**src/pbrc_pkg.sv**
```systemverilog
// package for the push-button power and reset controller pair
// assumes a single 200 MHz clock shared by both ends
package pbrc_pkg;

  // clock and timebase
  localparam int CLK_PERIOD_NS = 5;
  localparam int TICK_PERIOD_NS = 1000000; // one millisecond timebase
  localparam int TICK_CYCLES = TICK_PERIOD_NS / CLK_PERIOD_NS;
  localparam int TICK_W = 18;

  // press, reset and watchdog times in milliseconds
  localparam int PWRON_PRESS_MS = 32;
  localparam int FORCE_OFF_MS = 10000;
  localparam int LONG_PRESS_MS = 4000;
  localparam int RESET_TIMEOUT_MS = 20;
  localparam int WDOG_MS = 4000;
  localparam int SWPC_DELAY_MS = 8;
  localparam int CYCLE_OFF_MS = 10;
  localparam int MS_W = 14;
  typedef logic [MS_W-1:0] pbrc_ms_type;
  localparam pbrc_ms_type MS_ZERO = 14'h0000;
  localparam pbrc_ms_type MS_ONE = 14'h0001;
  localparam pbrc_ms_type MS_MAX = 14'h3FFF;

  // device register link
  localparam int DADDR_W = 4;
  localparam int DDATA_W = 8;
  localparam logic [3:0] DEV_SYSCTL = 4'h0;
  localparam logic [3:0] DEV_STATUS = 4'h1;
  localparam logic [3:0] DEV_IRQMASK = 4'h2;
  localparam logic [3:0] DEV_LDOOFF = 4'h3;
  localparam int SC_SHUTDOWN_REQ = 0;
  localparam int SC_ARM_CLEAR = 1;
  localparam int SC_SWPC_REQ = 2;
  localparam int SC_WD_SR_EN = 3;
  localparam int SC_WD_PC_EN = 4;
  localparam int ST_SOFT_RESET = 0;
  localparam int ST_POWER_CYCLE = 1;
  localparam int ST_BUTTON = 2;
  localparam int IRQ_N = 3;
  localparam int LDO_N = 6;
  localparam logic [7:0] BYTE_ZERO = 8'h00;

  // regulator sets, bit k drives regulator k+1
  localparam int REG_N = 13;
  localparam logic [12:0] REGS_NONE = 13'h0000;
  localparam logic [12:0] REGS_ALL = 13'h1FFF;
  localparam logic [12:0] REGS_ALWAYS_ON = 13'h1000;
  localparam logic [12:0] REGS_SLEEP = 13'h141B;
  localparam logic [12:0] REGS_CORE = 13'h0004;
  localparam logic [12:0] REGS_LDO_SW = 13'h0BE0;

  // host apb map
  localparam int PADDR_W = 12;
  localparam logic [11:0] HOST_CTRL = 12'h000;
  localparam logic [11:0] HOST_CMD = 12'h004;
  localparam logic [11:0] HOST_STAT = 12'h008;
  localparam int HC_HOLD = 0;
  localparam int HC_GROUP = 1;
  localparam int CMD_WDATA_LSB = 8;
  localparam int CMD_WRITE = 16;
  localparam int HS_BUTTON = 0;
  localparam int HS_IRQ = 1;
  localparam int HS_RESET = 2;
  localparam int HS_RDATA_LSB = 8;
  localparam logic [31:0] WORD_ZERO = 32'h0000_0000;

  typedef enum logic [4:0] {
    DS_OFF = 5'h01,
    DS_BOOT = 5'h02,
    DS_ON = 5'h04,
    DS_SLEEP = 5'h08,
    DS_CYCLE = 5'h10
  } pbrc_dev_state_type;

  typedef enum logic [2:0] {
    HS_IDLE = 3'h1,
    HS_LINK = 3'h2,
    HS_DONE = 3'h4
  } pbrc_host_state_type;

endpackage

```
**src/pbrc_if.sv**
```systemverilog
// pins between the power controller and the host processor
// assumes both ends run on the same clock; open-drain lines pulled high
`timescale 1ns/1ps
interface pbrc_if;
  import pbrc_pkg::*;
  // processor-driven level inputs of the controller
  logic power_hold;
  logic regulator_group_enable;
  // open-drain outputs: value, enable, and the pulled-up line level
  logic button_status_out_n_o;
  logic button_status_out_n_oe;
  logic system_reset_out_n_o;
  logic system_reset_out_n_oe;
  logic interrupt_out_n_o;
  logic interrupt_out_n_oe;
  logic button_status_line_n;
  logic system_reset_line_n;
  logic interrupt_line_n;
  // register link standing in for the serial control bus
  logic reg_req;
  logic reg_we;
  logic [DADDR_W-1:0] reg_addr;
  logic [DDATA_W-1:0] reg_wdata;
  logic reg_ack;
  logic [DDATA_W-1:0] reg_rdata;

  // a line reads low only while its driver enables a low output
  assign button_status_line_n =
    ~(button_status_out_n_oe & ~button_status_out_n_o);
  assign system_reset_line_n =
    ~(system_reset_out_n_oe & ~system_reset_out_n_o);
  assign interrupt_line_n = ~(interrupt_out_n_oe & ~interrupt_out_n_o);

  modport device (
    input power_hold, regulator_group_enable, reg_req, reg_we, reg_addr,
    input reg_wdata,
    output button_status_out_n_o, button_status_out_n_oe,
    output system_reset_out_n_o, system_reset_out_n_oe,
    output interrupt_out_n_o, interrupt_out_n_oe, reg_ack, reg_rdata
  );
  modport host (
    output power_hold, regulator_group_enable, reg_req, reg_we, reg_addr,
    output reg_wdata,
    input button_status_line_n, system_reset_line_n, interrupt_line_n,
    input reg_ack, reg_rdata
  );
endinterface

```
**src/pbrc_device.sv**
```systemverilog
// power controller end: button, reset, sleep, watchdog and power cycle
// assumes inputs synchronous to CLOCK and a debounced push-button
//
// Behaviour
// - power on after 32 ms resistor press
// - no power hold at release aborts boot
// - stay on while power hold high
// - processor may delay power hold for longer press
// - shutdown by arm-then-request or hold low
// - 10 s resistor press forces shutdown; a direct press never does
// - short direct press: reset until release plus timeout
// - soft reset sets flag, cleared on read
// - software pulses watchdog soft reset after reset
// - long direct press power cycles regulators
// - power cycle sets flag, cleared on read
// - button status low while button pressed
// - reset low at startup until timeout
// - interrupt low while any unmasked source active
// - interrupt sources masked after reset
// - processor turns off LDOs then group enable
// - sleep keeps regulators 1,2,4,5,11 on
// - button or group enable wakes from sleep
// - 4 s watchdog runs only when enabled
// - any register access restarts watchdog
// - watchdog expiry soft resets or power cycles
// - power cycle request waits 8 ms first
// - hold and enable high keep all on
`timescale 1ns/1ps
module pbrc_device import pbrc_pkg::*; #(
  parameter int TICK_CYC = TICK_CYCLES,
  parameter int PWRON_MS = PWRON_PRESS_MS,
  parameter int FORCE_MS = FORCE_OFF_MS,
  parameter int LONG_MS = LONG_PRESS_MS,
  parameter int RESET_MS = RESET_TIMEOUT_MS,
  parameter int WD_MS = WDOG_MS,
  parameter int SWPC_MS = SWPC_DELAY_MS,
  parameter int OFF_MS = CYCLE_OFF_MS
) (
  // clock and reset
  input wire logic CLOCK,
  input wire logic RESET_N,
  // push-button, low while pressed; DIRECT marks a low-impedance press
  input wire logic PUSHBUTTON_IN_N,
  input wire logic PUSHBUTTON_DIRECT,
  // regulator enables, bit k for regulator k+1
  output logic [REG_N-1:0] REG_EN,
  // pins towards the processor
  pbrc_if.device LINK
);

  localparam logic [TICK_W-1:0] TICK_LAST = TICK_W'(TICK_CYC - 1);

  // threshold reached on a millisecond count
  function automatic logic ms_reached(pbrc_ms_type cnt, int lim);
    ms_reached = cnt >= MS_W'(lim);
  endfunction

  // expand the six switchable LDO bits to their regulator positions
  function automatic logic [REG_N-1:0] ldo_map(logic [LDO_N-1:0] off);
    ldo_map = {1'b0, off[5], 1'b0, off[4:0], 5'b00000};
  endfunction

  pbrc_dev_state_type state_reg;
  logic [TICK_W-1:0] tick_cnt_reg;
  logic tick_reg;
  pbrc_ms_type press_ms_reg, rst_ms_reg, wd_ms_reg, swpc_ms_reg, off_ms_reg;
  logic pressed_prev_reg, direct_seen_reg, press_used_reg;
  logic rst_run_reg, group_prev_reg;
  logic arm_reg, wd_sr_en_reg, wd_pc_en_reg, swpc_pend_reg;
  logic soft_flag_reg, pc_flag_reg;
  logic [IRQ_N-1:0] irq_unmask_reg;
  logic [LDO_N-1:0] ldo_off_reg;
  logic ack_reg;
  logic [DDATA_W-1:0] rdata_reg;
  logic [REG_N-1:0] reg_en_reg;
  logic btn_oe_reg, rst_oe_reg, irq_oe_reg;

  logic pressed, released, access, wr, rd, on_like;
  logic pwr_on, force_off, mr_long, mr_short, wd_expire, swpc_fire;
  logic shutdown_sw, hold_lost, soft_reset, go_cycle;
  logic [DDATA_W-1:0] rd_value;
  logic [IRQ_N-1:0] irq_src;

  assign pressed = ~PUSHBUTTON_IN_N;
  assign released = pressed_prev_reg & ~pressed;
  assign access = LINK.reg_req & ~ack_reg;
  assign wr = access & LINK.reg_we;
  assign rd = access & ~LINK.reg_we;
  assign on_like = (state_reg == DS_ON) | (state_reg == DS_SLEEP);

  // press events
  assign pwr_on = (state_reg == DS_OFF) & pressed & ~direct_seen_reg &
    ms_reached(press_ms_reg, PWRON_MS);
  assign force_off = (on_like | (state_reg == DS_BOOT)) & pressed &
    ~direct_seen_reg & ms_reached(press_ms_reg, FORCE_MS);
  assign mr_long = on_like & pressed & direct_seen_reg & ~press_used_reg &
    ms_reached(press_ms_reg, LONG_MS);
  assign mr_short = on_like & released & direct_seen_reg &
    ~press_used_reg & ~ms_reached(press_ms_reg, LONG_MS);
  // watchdog and software requests
  assign wd_expire = on_like & (wd_sr_en_reg | wd_pc_en_reg) & tick_reg &
    ms_reached(wd_ms_reg + MS_ONE, WD_MS);
  assign swpc_fire = swpc_pend_reg & tick_reg &
    ms_reached(swpc_ms_reg + MS_ONE, SWPC_MS);
  assign shutdown_sw = wr & (LINK.reg_addr == DEV_SYSCTL) & arm_reg &
    LINK.reg_wdata[SC_SHUTDOWN_REQ];
  // hold is judged only once the processor is out of reset
  assign hold_lost = on_like & ~rst_run_reg & ~LINK.power_hold;
  assign soft_reset = mr_short | (wd_expire & wd_sr_en_reg);
  assign go_cycle = mr_long | swpc_fire |
    (wd_expire & ~wd_sr_en_reg);

  // millisecond enable from the clock divider
  always_ff @(posedge CLOCK) begin
    if (!RESET_N | (tick_cnt_reg == TICK_LAST)) begin
      tick_cnt_reg <= '0;
    end else begin
      tick_cnt_reg <= tick_cnt_reg + 1'b1;
    end
    tick_reg <= RESET_N & (tick_cnt_reg == TICK_LAST);
  end

  // press duration and kind, kept until release
  always_ff @(posedge CLOCK) begin
    if (!RESET_N | !pressed) begin
      press_ms_reg <= MS_ZERO;
      direct_seen_reg <= 1'b0;
    end else begin
      if (tick_reg && press_ms_reg != MS_MAX) begin
        press_ms_reg <= press_ms_reg + MS_ONE;
      end
      if (PUSHBUTTON_DIRECT) begin
        direct_seen_reg <= 1'b1;
      end
    end
    pressed_prev_reg <= RESET_N & pressed;
    // one long action per press
    if (!RESET_N | !pressed) begin
      press_used_reg <= 1'b0;
    end else if (mr_long) begin
      press_used_reg <= 1'b1;
    end
  end

  // power state machine
  always_ff @(posedge CLOCK) begin
    if (!RESET_N) begin
      state_reg <= DS_OFF;
    end else if (force_off | shutdown_sw | hold_lost) begin
      state_reg <= DS_OFF;
    end else if (go_cycle) begin
      state_reg <= DS_CYCLE;
    end else begin
      case (state_reg)
        DS_OFF: if (pwr_on) state_reg <= DS_BOOT;
        DS_BOOT: begin
          if (released) begin
            state_reg <= LINK.power_hold ? DS_ON : DS_OFF;
          end
        end
        DS_ON: begin
          if (group_prev_reg & ~LINK.regulator_group_enable) begin
            state_reg <= DS_SLEEP;
          end
        end
        DS_SLEEP: begin
          if (pressed | LINK.regulator_group_enable) begin
            state_reg <= DS_ON;
          end
        end
        DS_CYCLE: begin
          if (tick_reg && ms_reached(off_ms_reg + MS_ONE, OFF_MS)) begin
            state_reg <= DS_ON;
          end
        end
        default: state_reg <= DS_OFF;
      endcase
    end
    group_prev_reg <= RESET_N & LINK.regulator_group_enable;
  end

  // off time of a power cycle
  always_ff @(posedge CLOCK) begin
    if (!RESET_N | (state_reg != DS_CYCLE)) begin
      off_ms_reg <= MS_ZERO;
    end else if (tick_reg) begin
      off_ms_reg <= off_ms_reg + MS_ONE;
    end
  end

  // reset time-out: restarts at boot, after a cycle and on soft reset;
  // a direct press holds it at zero so the wait begins at release
  always_ff @(posedge CLOCK) begin
    if (!RESET_N) begin
      rst_run_reg <= 1'b0;
      rst_ms_reg <= MS_ZERO;
    end else if (pwr_on | soft_reset | (state_reg == DS_CYCLE) |
                 (on_like & pressed & direct_seen_reg)) begin
      rst_run_reg <= 1'b1;
      rst_ms_reg <= MS_ZERO;
    end else if (rst_run_reg & tick_reg) begin
      rst_ms_reg <= rst_ms_reg + MS_ONE;
      if (ms_reached(rst_ms_reg + MS_ONE, RESET_MS)) begin
        rst_run_reg <= 1'b0;
      end
    end
  end

  // watchdog restarted by every register access
  always_ff @(posedge CLOCK) begin
    if (!RESET_N | access | wd_expire | !on_like |
        !(wd_sr_en_reg | wd_pc_en_reg)) begin
      wd_ms_reg <= MS_ZERO;
    end else if (tick_reg) begin
      wd_ms_reg <= wd_ms_reg + MS_ONE;
    end
  end

  // software power-cycle delay
  always_ff @(posedge CLOCK) begin
    if (!RESET_N | swpc_fire) begin
      swpc_pend_reg <= 1'b0;
      swpc_ms_reg <= MS_ZERO;
    end else if (wr && LINK.reg_addr == DEV_SYSCTL &&
                 LINK.reg_wdata[SC_SWPC_REQ]) begin
      swpc_pend_reg <= 1'b1;
      swpc_ms_reg <= MS_ZERO;
    end else if (swpc_pend_reg & tick_reg) begin
      swpc_ms_reg <= swpc_ms_reg + MS_ONE;
    end
  end

  // control registers written over the link
  always_ff @(posedge CLOCK) begin
    if (!RESET_N) begin
      arm_reg <= 1'b0;
      wd_sr_en_reg <= 1'b0;
      wd_pc_en_reg <= 1'b0;
      irq_unmask_reg <= '0;
      ldo_off_reg <= '0;
    end else if (wr) begin
      if (LINK.reg_addr == DEV_SYSCTL) begin
        // the arm bit is consumed by the shutdown it enables
        arm_reg <= LINK.reg_wdata[SC_ARM_CLEAR] & ~shutdown_sw;
        wd_sr_en_reg <= LINK.reg_wdata[SC_WD_SR_EN];
        wd_pc_en_reg <= LINK.reg_wdata[SC_WD_PC_EN];
      end else if (LINK.reg_addr == DEV_IRQMASK) begin
        irq_unmask_reg <= LINK.reg_wdata[IRQ_N-1:0];
      end else if (LINK.reg_addr == DEV_LDOOFF) begin
        ldo_off_reg <= LINK.reg_wdata[LDO_N-1:0];
      end
    end
  end

  // sticky flags; a new event wins over the clearing read
  always_ff @(posedge CLOCK) begin
    if (!RESET_N) begin
      soft_flag_reg <= 1'b0;
      pc_flag_reg <= 1'b0;
    end else begin
      soft_flag_reg <= soft_reset |
        (soft_flag_reg & ~(rd && LINK.reg_addr == DEV_STATUS));
      pc_flag_reg <= (state_reg == DS_CYCLE && state_reg != DS_OFF &&
        tick_reg && ms_reached(off_ms_reg + MS_ONE, OFF_MS)) |
        (pc_flag_reg & ~(rd && LINK.reg_addr == DEV_STATUS));
    end
  end

  // read mux
  always_comb begin
    rd_value = BYTE_ZERO;
    if (LINK.reg_addr == DEV_SYSCTL) begin
      rd_value[SC_ARM_CLEAR] = arm_reg;
      rd_value[SC_SWPC_REQ] = swpc_pend_reg;
      rd_value[SC_WD_SR_EN] = wd_sr_en_reg;
      rd_value[SC_WD_PC_EN] = wd_pc_en_reg;
    end else if (LINK.reg_addr == DEV_STATUS) begin
      rd_value[ST_SOFT_RESET] = soft_flag_reg;
      rd_value[ST_POWER_CYCLE] = pc_flag_reg;
      rd_value[ST_BUTTON] = pressed;
    end else if (LINK.reg_addr == DEV_IRQMASK) begin
      rd_value[IRQ_N-1:0] = irq_unmask_reg;
    end else if (LINK.reg_addr == DEV_LDOOFF) begin
      rd_value[LDO_N-1:0] = ldo_off_reg;
    end
  end

  // link answer: one cycle after the request, held one cycle
  always_ff @(posedge CLOCK) begin
    if (!RESET_N) begin
      ack_reg <= 1'b0;
      rdata_reg <= BYTE_ZERO;
    end else begin
      ack_reg <= access;
      if (rd) begin
        rdata_reg <= rd_value;
      end
    end
  end

  assign irq_src = {pc_flag_reg, soft_flag_reg, pressed};

  // regulator enables and open-drain pins, all registered
  always_ff @(posedge CLOCK) begin
    if (!RESET_N) begin
      reg_en_reg <= REGS_NONE;
      btn_oe_reg <= 1'b0;
      rst_oe_reg <= 1'b1;
      irq_oe_reg <= 1'b0;
    end else begin
      case (state_reg)
        DS_BOOT: reg_en_reg <= REGS_ALL;
        // the core rail stays up in ON, so a button wake keeps it after
        // release; the sleep, cycle and off states park it
        DS_ON: reg_en_reg <= (REGS_ALL & ~ldo_map(ldo_off_reg)) |
          REGS_CORE;
        DS_SLEEP: reg_en_reg <= REGS_SLEEP;
        default: reg_en_reg <= REGS_ALWAYS_ON;
      endcase
      btn_oe_reg <= pressed;
      rst_oe_reg <= ~on_like | rst_run_reg |
        (pressed & PUSHBUTTON_DIRECT);
      irq_oe_reg <= |(irq_src & irq_unmask_reg);
    end
  end

  assign REG_EN = reg_en_reg;
  assign LINK.button_status_out_n_o = 1'b0;
  assign LINK.button_status_out_n_oe = btn_oe_reg;
  assign LINK.system_reset_out_n_o = 1'b0;
  assign LINK.system_reset_out_n_oe = rst_oe_reg;
  assign LINK.interrupt_out_n_o = 1'b0;
  assign LINK.interrupt_out_n_oe = irq_oe_reg;
  assign LINK.reg_ack = ack_reg;
  assign LINK.reg_rdata = rdata_reg;

endmodule

```
**src/flat_wrapper.sv**
```systemverilog
// flat-port wrapper written by rule: the top's interface ports become plain ports
module pbrc_device_flat import pbrc_pkg::*;
#(
  parameter int TICK_CYC = TICK_CYCLES,
  parameter int PWRON_MS = PWRON_PRESS_MS,
  parameter int FORCE_MS = FORCE_OFF_MS,
  parameter int LONG_MS = LONG_PRESS_MS,
  parameter int RESET_MS = RESET_TIMEOUT_MS,
  parameter int WD_MS = WDOG_MS,
  parameter int SWPC_MS = SWPC_DELAY_MS,
  parameter int OFF_MS = CYCLE_OFF_MS
)
  (CLOCK, RESET_N, PUSHBUTTON_IN_N, PUSHBUTTON_DIRECT, REG_EN, LINK_power_hold, LINK_regulator_group_enable, LINK_reg_req, LINK_reg_we, LINK_reg_addr, LINK_reg_wdata, LINK_button_status_out_n_o, LINK_button_status_out_n_oe, LINK_system_reset_out_n_o, LINK_system_reset_out_n_oe, LINK_interrupt_out_n_o, LINK_interrupt_out_n_oe, LINK_reg_ack, LINK_reg_rdata);
  pbrc_if LINK_i ();
  input wire logic CLOCK;
  input wire logic RESET_N;
  input wire logic PUSHBUTTON_IN_N;
  input wire logic PUSHBUTTON_DIRECT;
  output logic [REG_N-1:0] REG_EN;
  input wire logic [$bits(LINK_i.power_hold)-1:0] LINK_power_hold;
  input wire logic [$bits(LINK_i.regulator_group_enable)-1:0] LINK_regulator_group_enable;
  input wire logic [$bits(LINK_i.reg_req)-1:0] LINK_reg_req;
  input wire logic [$bits(LINK_i.reg_we)-1:0] LINK_reg_we;
  input wire logic [$bits(LINK_i.reg_addr)-1:0] LINK_reg_addr;
  input wire logic [$bits(LINK_i.reg_wdata)-1:0] LINK_reg_wdata;
  output wire logic [$bits(LINK_i.button_status_out_n_o)-1:0] LINK_button_status_out_n_o;
  output wire logic [$bits(LINK_i.button_status_out_n_oe)-1:0] LINK_button_status_out_n_oe;
  output wire logic [$bits(LINK_i.system_reset_out_n_o)-1:0] LINK_system_reset_out_n_o;
  output wire logic [$bits(LINK_i.system_reset_out_n_oe)-1:0] LINK_system_reset_out_n_oe;
  output wire logic [$bits(LINK_i.interrupt_out_n_o)-1:0] LINK_interrupt_out_n_o;
  output wire logic [$bits(LINK_i.interrupt_out_n_oe)-1:0] LINK_interrupt_out_n_oe;
  output wire logic [$bits(LINK_i.reg_ack)-1:0] LINK_reg_ack;
  output wire logic [$bits(LINK_i.reg_rdata)-1:0] LINK_reg_rdata;
  assign LINK_i.power_hold = LINK_power_hold;
  assign LINK_i.regulator_group_enable = LINK_regulator_group_enable;
  assign LINK_i.reg_req = LINK_reg_req;
  assign LINK_i.reg_we = LINK_reg_we;
  assign LINK_i.reg_addr = LINK_reg_addr;
  assign LINK_i.reg_wdata = LINK_reg_wdata;
  assign LINK_button_status_out_n_o = LINK_i.button_status_out_n_o;
  assign LINK_button_status_out_n_oe = LINK_i.button_status_out_n_oe;
  assign LINK_system_reset_out_n_o = LINK_i.system_reset_out_n_o;
  assign LINK_system_reset_out_n_oe = LINK_i.system_reset_out_n_oe;
  assign LINK_interrupt_out_n_o = LINK_i.interrupt_out_n_o;
  assign LINK_interrupt_out_n_oe = LINK_i.interrupt_out_n_oe;
  assign LINK_reg_ack = LINK_i.reg_ack;
  assign LINK_reg_rdata = LINK_i.reg_rdata;
  pbrc_device #(.TICK_CYC(TICK_CYC), .PWRON_MS(PWRON_MS), .FORCE_MS(FORCE_MS), .LONG_MS(LONG_MS), .RESET_MS(RESET_MS), .WD_MS(WD_MS), .SWPC_MS(SWPC_MS), .OFF_MS(OFF_MS)) u_core (.CLOCK(CLOCK), .RESET_N(RESET_N), .PUSHBUTTON_IN_N(PUSHBUTTON_IN_N), .PUSHBUTTON_DIRECT(PUSHBUTTON_DIRECT), .REG_EN(REG_EN), .LINK(LINK_i));
endmodule
```
**config.mk**
```make
export PLATFORM = sky130hd
export DESIGN_NAME = pbrc_device_flat
export DESIGN_NICKNAME = d
export VERILOG_FILES = /design/src/pbrc_pkg.sv /design/src/pbrc_if.sv /design/src/pbrc_device.sv /design/src/flat_wrapper.sv
export SDC_FILE = /design/constraint.sdc
export NUM_CORES = 1
export LEC_CHECK = 0
export ABC_AREA = 1
export BUFFER_PORTS_ARGS = -buffer_cell sky130_fd_sc_hd__buf_2
export CAP_MARGIN = 20
export CORE_MARGIN = 10
export CORE_UTILIZATION = 55
export CTS_CLUSTER_SIZE = 20
export DETAILED_ROUTE_END_ITERATION = 8
export HOLD_SLACK_MARGIN = 0.05
export MAX_ROUTING_LAYER = met4
export PLACE_DENSITY = 0.77
export SLEW_MARGIN = 20
export SYNTH_ARGS = -nofsm -noshare
export SYNTH_HDL_FRONTEND = slang
export SYNTH_SLANG_ARGS = --single-unit
```
**constraint.sdc**
```tcl
create_clock -name CLOCK -period 1.9 [get_ports CLOCK]
set_input_delay 0 -clock CLOCK [delete_from_list [all_inputs] [get_ports CLOCK]]
set_output_delay 0 -clock CLOCK [all_outputs]
set_load 0.05 [all_outputs]
```
[Word level (Yosys, flattened, before mapping)]
Index checks and enable logic that the tools add are counted.
Word-level totals
  latch bits: 0
  output and inout port bits: 28
  memories: 0
  bits of input ports: 20
  register bits after elaboration: 137
  RAM bits: 0
  logic and storage cells: 189
  ROM bits: 0
Operators by class
  shifts and indexed selects: 0
  div/mod/pow operators: 0
  eq/ne operators: 22
  multipliers: 0
  multiplexer cells: 20
  add/sub/neg operators: 6
  reduce and logical (&&, ||, !) cells: 25
  order comparisons: 7
  bitwise operators: 81
Operators with widths (count)
  adder 14 x 1 -> 14 bit, second input constant: 5
  AND 1 bit: 39
  one-hot mux 13 bit (3 select lines): 1
  2-to-1 mux 5 bit: 6
  >= comparator 14 x 12 -> 1 bit, second input constant: 2
  >= comparator 14 x 4 -> 1 bit, second input constant: 2
  one-hot mux 5 bit (5 select lines): 1
  OR 1 bit: 24
  adder 18 x 1 -> 18 bit, second input constant: 1
  == test 18 bit, second input constant: 1
  NOT 1 bit: 16
  2-to-1 mux 3 bit: 5
  >= comparator 14 bit, second input constant: 1
  >= comparator 14 x 5 -> 1 bit, second input constant: 1
  >= comparator 14 x 6 -> 1 bit, second input constant: 1
  != test 14 bit, second input constant: 1
  NOT 12 -> 13 bit: 1
  AND reduction 5 bit: 2
  != test 3 x 1 -> 1 bit, second input constant: 3
  == test 4 x 2 -> 1 bit, second input constant: 2
  logical AND 1 bit: 8
  2-to-1 mux 6 bit: 1
  != test 2 x 1 -> 1 bit, second input constant: 3
  != test 3 x 2 -> 1 bit, second input constant: 2
  other kinds (20): 32

[Depth between registers and ports, before layout]
Gate-level depths: netlist (run 1).
  depth in word-level cells: 12
  depth in mapped cells: 17
  depth with buffers taken out: 17

[Worst setup path before layout (run 1)]
Ideal clock, no wire load.
  kind: register to register
  from: reg u_core.off_ms_reg[0]
  to: reg u_core.state_reg[0]
  path slack: 0.128 ns
  cell stages (with the launch flop): 15
  library setup time: 0.129 ns
  arrival: 1.643 ns
  required time: 1.771 ns
  clock period less this slack: 1.772 ns
  buffers on the path: 0
  cells stage by stage: dfxtp_1 ha_1 nand2_1 nor2_2 nand3_1 nand2_1 nand2_1 nor2_1 nand2_1 nand2_1 nand3_1 nand2_1 inv_1 nand3_1 nand3_1
Between the ends
  longest elaborated chain between the ends: 5
RTL lines
  from (decl): line pbrc_device.sv:66  | pbrc_ms_type press_ms_reg, rst_ms_reg, wd_ms_reg, swpc_ms_reg, off_ms_reg;
  from (signal assigned): line pbrc_device.sv:187  | off_ms_reg <= off_ms_reg + MS_ONE;
  adder 14 x 1 -> 14 bit: line pbrc_device.sv:172  | if (tick_reg && ms_reached(off_ms_reg + MS_ONE, OFF_MS)) begin
  >= comparator 14 x 4 -> 1 bit: line pbrc_device.sv:55  | ms_reached = cnt >= MS_W'(lim);
  logical AND 1 bit: line pbrc_device.sv:172
  != test 3 x 1 -> 1 bit (no source line)
  AND reduction 5 bit (no source line)
  to (signal assigned): line pbrc_device.sv:158  | state_reg <= LINK.power_hold ? DS_ON : DS_OFF;
  to (decl): line pbrc_device.sv:63  | pbrc_dev_state_type state_reg;
Every way passes these cells.
A chain may end at the register's enable or synchronous reset.

[Final worst setup path (run 1)]
  from: reg u_core.wd_ms_reg[7]
  to: reg u_core.state_reg[0]
Between the ends
  longest elaborated chain between the ends: 7
  elaborated cells between the ends (all ways): 12
  classes of those cells: add/sub (1); order compare (1); eq/ne (5); mux (1); bitwise (3); reduce/logical (1)
RTL lines
  from (decl): line pbrc_device.sv:66
  from (signal assigned): line pbrc_device.sv:215  | wd_ms_reg <= wd_ms_reg + MS_ONE;
  adder 14 x 1 -> 14 bit (*): line pbrc_device.sv:102  | ms_reached(wd_ms_reg + MS_ONE, WD_MS);
  >= comparator 14 x 12 -> 1 bit (*): line pbrc_device.sv:55
  AND 1 bit (*): line pbrc_device.sv:101  | assign wd_expire = on_like & (wd_sr_en_reg | wd_pc_en_reg) & tick_reg &
  AND 1 bit (*): line pbrc_device.sv:111  | (wd_expire & ~wd_sr_en_reg);
  OR 1 bit (*): line pbrc_device.sv:110  | assign go_cycle = mr_long | swpc_fire |
  != test 3 x 1 -> 1 bit (no source line) / != test 3 x 2 -> 1 bit (equally long branches)
  AND reduction 5 bit (no source line)
Mark *: on every way between the ends. The rest lies on a longest branch, timed or not.

==> parameters.txt, run 1 <==
Parameter                              Value

Run status
  Result of the run    finished with violations
  Violated checks    setup timing

Setup path
  Required time worst endpoint    between 2 and 2.5 ns
  Worst reg2reg startpoint    u_core.wd_ms_reg[7]
  Setup crit start    u_core.wd_ms_reg[7]
  Crit path arrival time    2.29 ns
  Category of the worst setup path launch point    register
  Top fanout value on the critical path    5
  Critical Path Sink Type    register
  Setup Crit Path Kind    register to register

Power and ir drop
  Relative contribution of sequential cells to total power    between 40 and 50%
  Power density over the cells    ~700 nW/µm²
  Total internal power    around 4.9 mW
  Leakage power figure    between 3 and 4 nW
  Power, Total    around 6.3 mW
  Proportion of power drawn by the clock network    about 51%
  Combinational share of power    between 4 and 5%
  IR Drop Worst-Case VDD    around 0.61 mV
  Net switching share of the total power    22.7%
  Switching Power    ~1.4 mW

Timing
  Setup ws final    -0.0856 ns
  Summed negative setup slack over all endpoints    -1.32 ns
  Maximum clock skew at final layout    a little over 0.007 ns
  Hold violation count in the final report    0
  Setup repair after global routing missed its margin    true
  Min Tclk post-route    1.99 ns
  Final Max Tran Viols    0
  Final number of setup-violating endpoints    32
  Measured slew at the worst slew-check pin    0.518 ns
  Period Utilization, post-route    105%
  Highest Clock Rate    504 MHz
  Worst slew margin relative to its limit    65.4%

Synth
  Avg Inst Size Synth    slightly below 7 µm²
  Flops & latches, synth    133
  Post-synthesis instance area    slightly below 7000 µm²
  Ys async rst share    0%
  Count of flip-flops with a built-in enable after synthesis    0
  Distinct cells, synth    46
  Cell count after synthesis    1005
  Most common flop cell mapped by yosys    sky130_fd_sc_hd__dfxtp_1
  Number of warnings issued by yosys    0
  Sequential area share after synthesis    38.4%

Clocking
  Clock network latency to the later pin of the worst-skew pair    ~0.43 ns
  CTS tree    built
  Cell chosen for the clock root    sky130_fd_sc_hd__clkbuf_16
  Number of sinks handled by clock tree synthesis    between 100 and 150
  Clock edge transition at the registers on the reported setup and hold paths    0.06 ns
  Total CTS buffers    17
  H-tree depth    4
  Maximum number of buffers from clock root to sink    2

Route
  Final routed wirelength across all metal layers    about 18000 µm
  Drt first pass iters    5
  Number of vias after detailed routing    slightly below 7000
  Antenna violation net count after detailed routing    0
  Wire length per cell after detailed routing    roughly 14 µm
  DR iter-0 viols    between 500 and 600
  Drt drc    0
  Drt via density    about 5.3

Floorplanning
  Total I/O pin count    between 40 and 50
  Standard-cell rows    40
  Die ar.    17500 µm²
  Core box area    roughly 12000 µm²
  Width of the chip    about 130 µm
  Die H    approximately 130 µm
  Initial standard-cell utilization of the core    57.1%

Global route
  Wire length of the first global-routing pass    27300 µm
  Remaining global-route overflow    0
  Top Usage Layer GRT    met2
  GR met2 Demand/Resource    approximately a third
  Maximum number of pins on one net before global-route repair    26
  Fraction of met3 tracks used by global routing    under 10%
  Met1 usage in global routing    roughly a fifth
  Vias in the first global route    ~6200
  GRT Resource Usage Total    18.8%
  Antenna violations before repair    3

Cells and area
  Final #Nets    1146
  Flip-flop count of the largest register, all copies and words added    18
  Layout Utilization    around three quarters
  Filler instances    ~900
  Final Cell Area    9010 µm²
  Synthesis-to-layout area growth    29.8%
  Seq. cell area    between 2000 and 3000 µm²
  Share of layout cells above drive strength 1    around a quarter
  Total area of multi-input combinational cells    between 4000 and 5000 µm²

Placement
  GP Congestion    about 0.91
  Area of placed instances    about 7600 µm²
  Number of buffers added on ports    40
  Placed wire-length estimate    between 10000 and 15000 µm
  Pre-CTS setup slack    -0.0487 ns

Hold path
  Class of the most critical hold timing path    input port to register
  Hold wc startpoint    LINK_reg_addr[0]

Run
  Maximum capacitance violations    0
-- cell type report --
cell class / instances / area share, %
diodes: 3 / 0.0833
clock buffers: 19 / 5.03
clock inverters: 13 / 1.47
inverters: 140 / 5.89
multi-input cells: 709 / 45.8
flip-flops and latches: 133 / 30.2
well taps: 168 / 2.33
repair buffers: 114 / 9.22
-- synth_stat cells (all sizes together), types with 2 or more instances --
master,count,area (µm²)
nor2,138,567
nand3b,3,22.5
clkbuf,15,56.3
o21ai,42,210
nand2,243,937
nor3,24,130
xor2,15,131
nor3b,6,45.0
and3,2,12.5
nand4,20,155
ha,11,138
a211oi,20,200
dfxtp,133,2660
xnor2,5,43.8
o211ai,6,45.0
nand3,67,363
a21oi,76,414
o21bai,2,15.0
a31o,3,26.3
a31oi,5,31.3
nor4,4,25.0
or2,5,31.3
buf,14,109
inv,139,522
-- path summary, 6_finish.rpt --
kind | endpoint | slack, ns | depth (start not counted)
setup / recovery | u_core.state_reg[0] | -0.09 | 13
hold / removal | u_core.LINK.reg_rdata[2] | 0.05 | 4
setup reg to reg | u_core.state_reg[0] | -0.09 | 13
hold reg to reg | u_core.tick_cnt_reg[0] | 0.45 | 1
-- per-stage QoR --
stage	std cells	hold WS [ns]
after floorplan	1009	0.0277
after global placement	1237	0.219
after detailed placement	1237	0.221
after CTS	1286	0.0597
after global routing	1299	0.0747
final	1299	0.0523
-- per-layer routing --
metal	wire, µm	vias up
met1	7550	3194
met3	828	35
met4	384	0
li1	-	3471
met2	9120	198
met5	0	-
-- cell usage in the layout (no fill, tap or decap), types with 18 or more instances in the layout --
cell type,instances
sky130_fd_sc_hd__nand3_1,50
sky130_fd_sc_hd__buf_4,54
sky130_fd_sc_hd__nand2_2,19
sky130_fd_sc_hd__a21oi_1,62
sky130_fd_sc_hd__o21ai_0,41
sky130_fd_sc_hd__nand4_1,18
sky130_fd_sc_hd__nand2_1,217
sky130_fd_sc_hd__dfxtp_1,107
sky130_fd_sc_hd__inv_1,136
sky130_fd_sc_hd__nor3_1,19
sky130_fd_sc_hd__nor2_1,98
sky130_fd_sc_hd__nor2_2,24
sky130_fd_sc_hd__buf_2,40
-- timing repair --
action | in CTS | in global routing
resized for setup | 7 | 151
pin swaps | 0 | 35
setup buffers | 2 | 9
gates cloned | 1 | 1
hold buffers | 14 | 0
endpoints found under the setup margin | 27 | 75
endpoints found under the hold margin | 27 | 0
-- power groups by stage --
stage | Sequential (mW) | Combinational (mW) | Clock (mW)
finish | 2.81 | 0.258 | 3.23
global route | 2.81 | 0.276 | 3.40
CTS | 2.82 | 0.244 | 3.25
detailed placement | 2.88 | 0.210 | 0
global placement | 2.88 | 0.207 | 0
floorplan | 2.91 | 0.121 | 0
-- kinds of logic (layout without fill, tap and decap cells) --
| logic type | after synthesis | in the layout | share of synthesized area (%) |
|---|---|---|---|
| AND/OR/NAND/NOR | 512 | 514 | 33.0 |
| buffers and inverters | 169 | 286 | 9.95 |
| AO/OA/AOI/OAI | 159 | 159 | 14.2 |
| flip-flops | 133 | 133 | 38.4 |
| XOR/XNOR | 20 | 20 | 2.52 |
| adder cells (fa/ha/maj) | 11 | 11 | 1.98 |
| other | 1 | 8 | 0.0540 |
-- critical path, stage by stage, from the launching register on --
cell and delay, ns:
sky130_fd_sc_hd__dfxtp_1 0.44, sky130_fd_sc_hd__nand2_1 0.15, sky130_fd_sc_hd__nor2_1 0.23, sky130_fd_sc_hd__nand3_1 0.12
sky130_fd_sc_hd__nand2_1 0.08, sky130_fd_sc_hd__nand2_2 0.06, sky130_fd_sc_hd__nor2_1 0.12, sky130_fd_sc_hd__nand3_2 0.13
sky130_fd_sc_hd__nand2_4 0.12, sky130_fd_sc_hd__nand2_4 0.08, sky130_fd_sc_hd__nor2_4 0.12, sky130_fd_sc_hd__nor2_4 0.07
sky130_fd_sc_hd__nand3_1 0.08, sky130_fd_sc_hd__nand3_1 0.06
(Power assumes the default switching activity.)
==> inputs of run 2 (changes only) <==
--- a/config.mk
+++ b/config.mk
@@ -5,7 +5,6 @@
 export SDC_FILE = /design/constraint.sdc
 export NUM_CORES = 1
 export LEC_CHECK = 0
-export ABC_AREA = 1
 export BUFFER_PORTS_ARGS = -buffer_cell sky130_fd_sc_hd__buf_2
 export CAP_MARGIN = 20
 export CORE_MARGIN = 10
@@ -19,3 +18,4 @@
 export SYNTH_ARGS = -nofsm -noshare
 export SYNTH_HDL_FRONTEND = slang
 export SYNTH_SLANG_ARGS = --single-unit
+export TNS_END_PERCENT = 50
==> run 2 against run 1 <==
  * The run still ends with setup timing left
  * Clock-buffer cell count is 1 lower
  * Worst setup slack got worse by 0.068 ns
  * Sequential share of layout area decreased by 0.35 points
  * Utilization is 1.3 points higher
  * Power grew 6.8%
  * Flip-flop and latch count stayed put
  * Sequential power about the same
  * Clock skew grew 0.0021 ns
  * Clock power rose by 14%
  * Global-route usage rose by 3.5 points
  * Largest cell class unchanged
==> parameters.txt, run 2 <==
Parameter                              Value

Route
  DR iter-0 viols    576 (was 511)
  Antenna violation net count after detailed routing    0 (unchanged)
  Final routed wirelength across all metal layers    18600 µm (was 17900 µm)
  Drt via density    5.89 (was 5.31)
  Number of vias after detailed routing    6525 (was 6898)
  Wire length per cell after detailed routing    16.8 µm (was 13.8 µm)
  Drt drc    0 (unchanged)
  Drt first pass iters    5 (unchanged)

Floorplanning
  Core box area    12000 µm² (was 12200 µm²)
  Standard-cell rows    40 (unchanged)
  Initial standard-cell utilization of the core    56.2% (was 57.1%)
  Die H    131 µm (was 132 µm)
  Total I/O pin count    48 (unchanged)
  Die ar.    17100 µm² (was 17500 µm²)
  Width of the chip    131 µm (was 132 µm)

Timing
  Worst slew margin relative to its limit    42.9% (was 65.4%)
  Maximum clock skew at final layout    0.00923 ns (was 0.00715 ns)
  Final number of setup-violating endpoints    46 (was 32)
  Setup repair after global routing missed its margin    true (unchanged)
  Period Utilization, post-route    108% (was 105%)
  Min Tclk post-route    2.05 ns (was 1.99 ns)
  Final Max Tran Viols    0 (unchanged)
  Measured slew at the worst slew-check pin    0.854 ns (was 0.518 ns)
  Setup ws final    -0.153 ns (was -0.0856 ns)
  Highest Clock Rate    487 MHz (was 504 MHz)
  Hold violation count in the final report    0 (unchanged)

Cells and area
  Final #Nets    980 (was 1146)
  Filler instances    772 (was 880)
  Highest-count cells in the layout ignoring fill and taps    sky130_fd_sc_hd__nor2_1, sky130_fd_sc_hd__dfxtp_1, sky130_fd_sc_hd__buf_4 (was sky130_fd_sc_hd__nand2_1, sky130_fd_sc_hd__inv_1, sky130_fd_sc_hd__dfxtp_1)
  # diodes    0 (was 3)
  Flip-flop count of the largest register, all copies and words added    18 (unchanged)
  Total area of multi-input combinational cells    4200 µm² (was 4130 µm²)
  Most common library cell in the layout ignoring fill and taps    sky130_fd_sc_hd__nor2_1 (was sky130_fd_sc_hd__nand2_1)
  Synthesis-to-layout area growth    34.1% (was 29.8%)
  Final non-filler cell total    1108 (was 1299)
  Share of layout cells above drive strength 1    29.7% (was 26.5%)
  Seq. cell area    2700 µm² (was 2720 µm²)

Power and ir drop
  Power, Total    6.72 mW (was 6.30 mW)
  Power density over the cells    742 nW/µm² (was 699 nW/µm²)
  Leakage power figure    3.45 nW (was 3.67 nW)
  IR Drop Worst-Case VDD    1.16 mV (was 0.608 mV)

Setup path
  Crit path arrival time    2.37 ns (was 2.29 ns)
  Category of the worst setup path launch point    register (unchanged)
  Top fanout value on the critical path    7 (was 5)
  Required time worst endpoint    2.21 ns (about the same)
  Top Family by Delay on Critical Path    compound AO/OA/AOI/OAI gates (was simple AND/OR/NAND/NOR gates)
  Slowest CP cell    sky130_fd_sc_hd__o32a_4 (was sky130_fd_sc_hd__dfxtp_1)
  Critical Path Sink Type    register (unchanged)
  Setup Crit Path Kind    register to register (unchanged)
  Buffers and inverters on the worst path    2 (was 0)
  Cell breakdown of the critical path    nand4_1 > buf_4 > nor4_4 > nor3_2 > o32a_4 > o211ai_4 > buf_6 > nor2_1 (was nand2_1 > nor2_1 > nand3_1 > nand2_1 > nand2_2 > nor2_1 > nand3_2 > nand2_4 > nand2_4 > nor2_4 > nor2_4 > nand3_1 > nand3_1)
  Highest cell delay on the worst timing path    0.41 ns (was 0.44 ns)

Hold path
  Class of the most critical hold timing path    input port to register (unchanged)

Clocking
  Total CTS buffers    17 (unchanged)
  Cell chosen for the clock root    sky130_fd_sc_hd__clkbuf_16 (unchanged)
  CTS tree    built (unchanged)
  Clock network latency to the later pin of the worst-skew pair    0.42 ns (was 0.43 ns)
  Clock edge transition at the registers on the reported setup and hold paths    0.06 ns (about the same)
  Number of sinks handled by clock tree synthesis    133 (unchanged)
  Maximum number of buffers from clock root to sink    2 (unchanged)
  H-tree depth    4 (unchanged)

Synth
  Most common flop cell mapped by yosys    sky130_fd_sc_hd__dfxtp_1 (unchanged)
  Flops & latches, synth    133 (unchanged)
  Avg Inst Size Synth    8.31 µm² (was 6.91 µm²)
  Count of flip-flops with a built-in enable after synthesis    0 (unchanged)
  Post-synthesis instance area    6750 µm² (was 6940 µm²)
  Ys async rst share    0% (unchanged)
  Yosys top cell by area    sky130_fd_sc_hd__dfxtp_1 (unchanged)
  Ranking of synthesized cells by instance count    sky130_fd_sc_hd__dfxtp_1, sky130_fd_sc_hd__nor2_1, sky130_fd_sc_hd__nand2_1 (was sky130_fd_sc_hd__nand2_1, sky130_fd_sc_hd__inv_1, sky130_fd_sc_hd__dfxtp_1)
  Number of warnings issued by yosys    0 (unchanged)
  Sequential area share after synthesis    39.4% (was 38.4%)
  Cell count after synthesis    812 (was 1005)
  Area share of the largest cell type after synthesis    39.4% (was 38.4%)
  Distinct cells, synth    73 (was 46)
  Largest cells by area after synthesis    sky130_fd_sc_hd__dfxtp_1, sky130_fd_sc_hd__nor2_1, sky130_fd_sc_hd__xnor2_1, sky130_fd_sc_hd__xor2_1, sky130_fd_sc_hd__nor3_1 (was sky130_fd_sc_hd__dfxtp_1, sky130_fd_sc_hd__nand2_1, sky130_fd_sc_hd__inv_1, sky130_fd_sc_hd__nor2_1, sky130_fd_sc_hd__a21oi_1)
  Top-count cell post-synth    sky130_fd_sc_hd__dfxtp_1 (was sky130_fd_sc_hd__nand2_1)

Global route
  Antenna violations before repair    0 (was 3)
  Maximum number of pins on one net before global-route repair    31 (was 26)
  Wire length of the first global-routing pass    30000 µm (was 27300 µm)
  Vias in the first global route    6435 (was 6190)
  Remaining global-route overflow    0 (unchanged)
  GRT Resource Usage Total    22.3% (was 18.8%)

Placement
  GP Congestion    0.925 (was 0.907)
  Number of buffers added on ports    40 (unchanged)
  Pre-CTS setup slack    -0.246 ns (was -0.0487 ns)
  Placed cell count    1051 (was 1237)
  Placed wire-length estimate    12000 µm (was 11200 µm)

Run status
  Violated checks    setup timing (unchanged)
  Result of the run    finished with violations (unchanged)

Run
  Maximum capacitance violations    0 (unchanged)
run 2: per-layer routing:
| metal | global-route usage, % | part of all wire, % | wire, µm | vias up |
|---|---|---|---|---|
| met5 | - | 0 | 0 | - |
| met4 | 9.42 | 2.3 | 419 | 0 |
| met3 | 4.92 | 5.4 | 997 | 47 |
| met2 | 38.3 | 52 | 9740 | 220 |
| met1 | 24.5 | 40 | 7460 | 3138 |
| li1 | - | - | - | 3120 |
run 2: kinds of logic after synthesis:
| group | after synthesis | synth area share, % |
|---|---|---|
| adders and majority gates | 11 | 2.04 |
| muxes | 20 | 3.37 |
| xor gates and xnor gates | 83 | 10.8 |
| DFF | 133 | 39.4 |
| buffers and inverters | 69 | 4.91 |
| other | 1 | 0.0555 |
| AOI/OAI and AO/OA | 100 | 10.3 |
| and+or+nand+nor | 395 | 29.1 |
run 2: through the flow:
| step | hold WS, ns | util (%) | setup TNS, ns | cell area, µm² |
|---|---|---|---|---|
| after floorplan | 0.0277 | - | -3.47 | 6840 |
| after global placement | 0.241 | 64.1 | -4.25 | 7700 |
| after detailed placement | 0.256 | 64.1 | -8.92 | 7700 |
| after CTS | 0.113 | 73.5 | -3.08 | 8830 |
| after global routing | 0.133 | 75.4 | -8.01 | 9060 |
| final | 0.106 | 75.4 | -3.89 | 9060 |
run 2: area by class of cell:
class | instances | area share (%)
clock buffers | 18 | 4.85
multi-input cells | 614 | 46.4
well taps | 147 | 2.03
clock inverters | 13 | 2.42
inverters | 24 | 0.995
repair buffers | 159 | 13.4
flip-flops and latches | 133 | 29.8
run 2: worst paths after layout:
check	slack, ns	startpoint	cells past startpoint	to
worst max-delay path	-0.15	u_core.wd_ms_reg[5]	8	u_core.rst_ms_reg[4]
worst min-delay path	0.11	LINK_reg_we	4	u_core.wd_pc_en_reg
worst max register to register	-0.15	u_core.wd_ms_reg[5]	8	u_core.rst_ms_reg[4]
worst min register to register	0.45	u_core.tick_cnt_reg[0]	1	u_core.tick_cnt_reg[0]
run 2: tightest hold or removal path, delay by kind of cell:
family                 cells  cell delay, ns
AO/OA/AOI/OAI              1            0.13
buffers and inverters      1            0.13
AND/OR/NAND/NOR            2            0.23
run 2: timing repair:
action                     in CTS  in global routing
gates cloned                    1                  1
gates resized for setup        62                 59
setup endpoints to repair      50                 65
hold endpoints to repair       29                  0
setup buffers                   8                  3
hold buffers                   16                  0
pin swaps                      27                 17
run 2: power by group:
part | internal [mW] | total, mW | switching [mW]
registers | 2.80 | 2.82 | 0.0174
logic | 0.0783 | 0.225 | 0.147
clock network | 2.38 | 3.68 | 1.30
total | 5.26 | 6.72 | 1.46
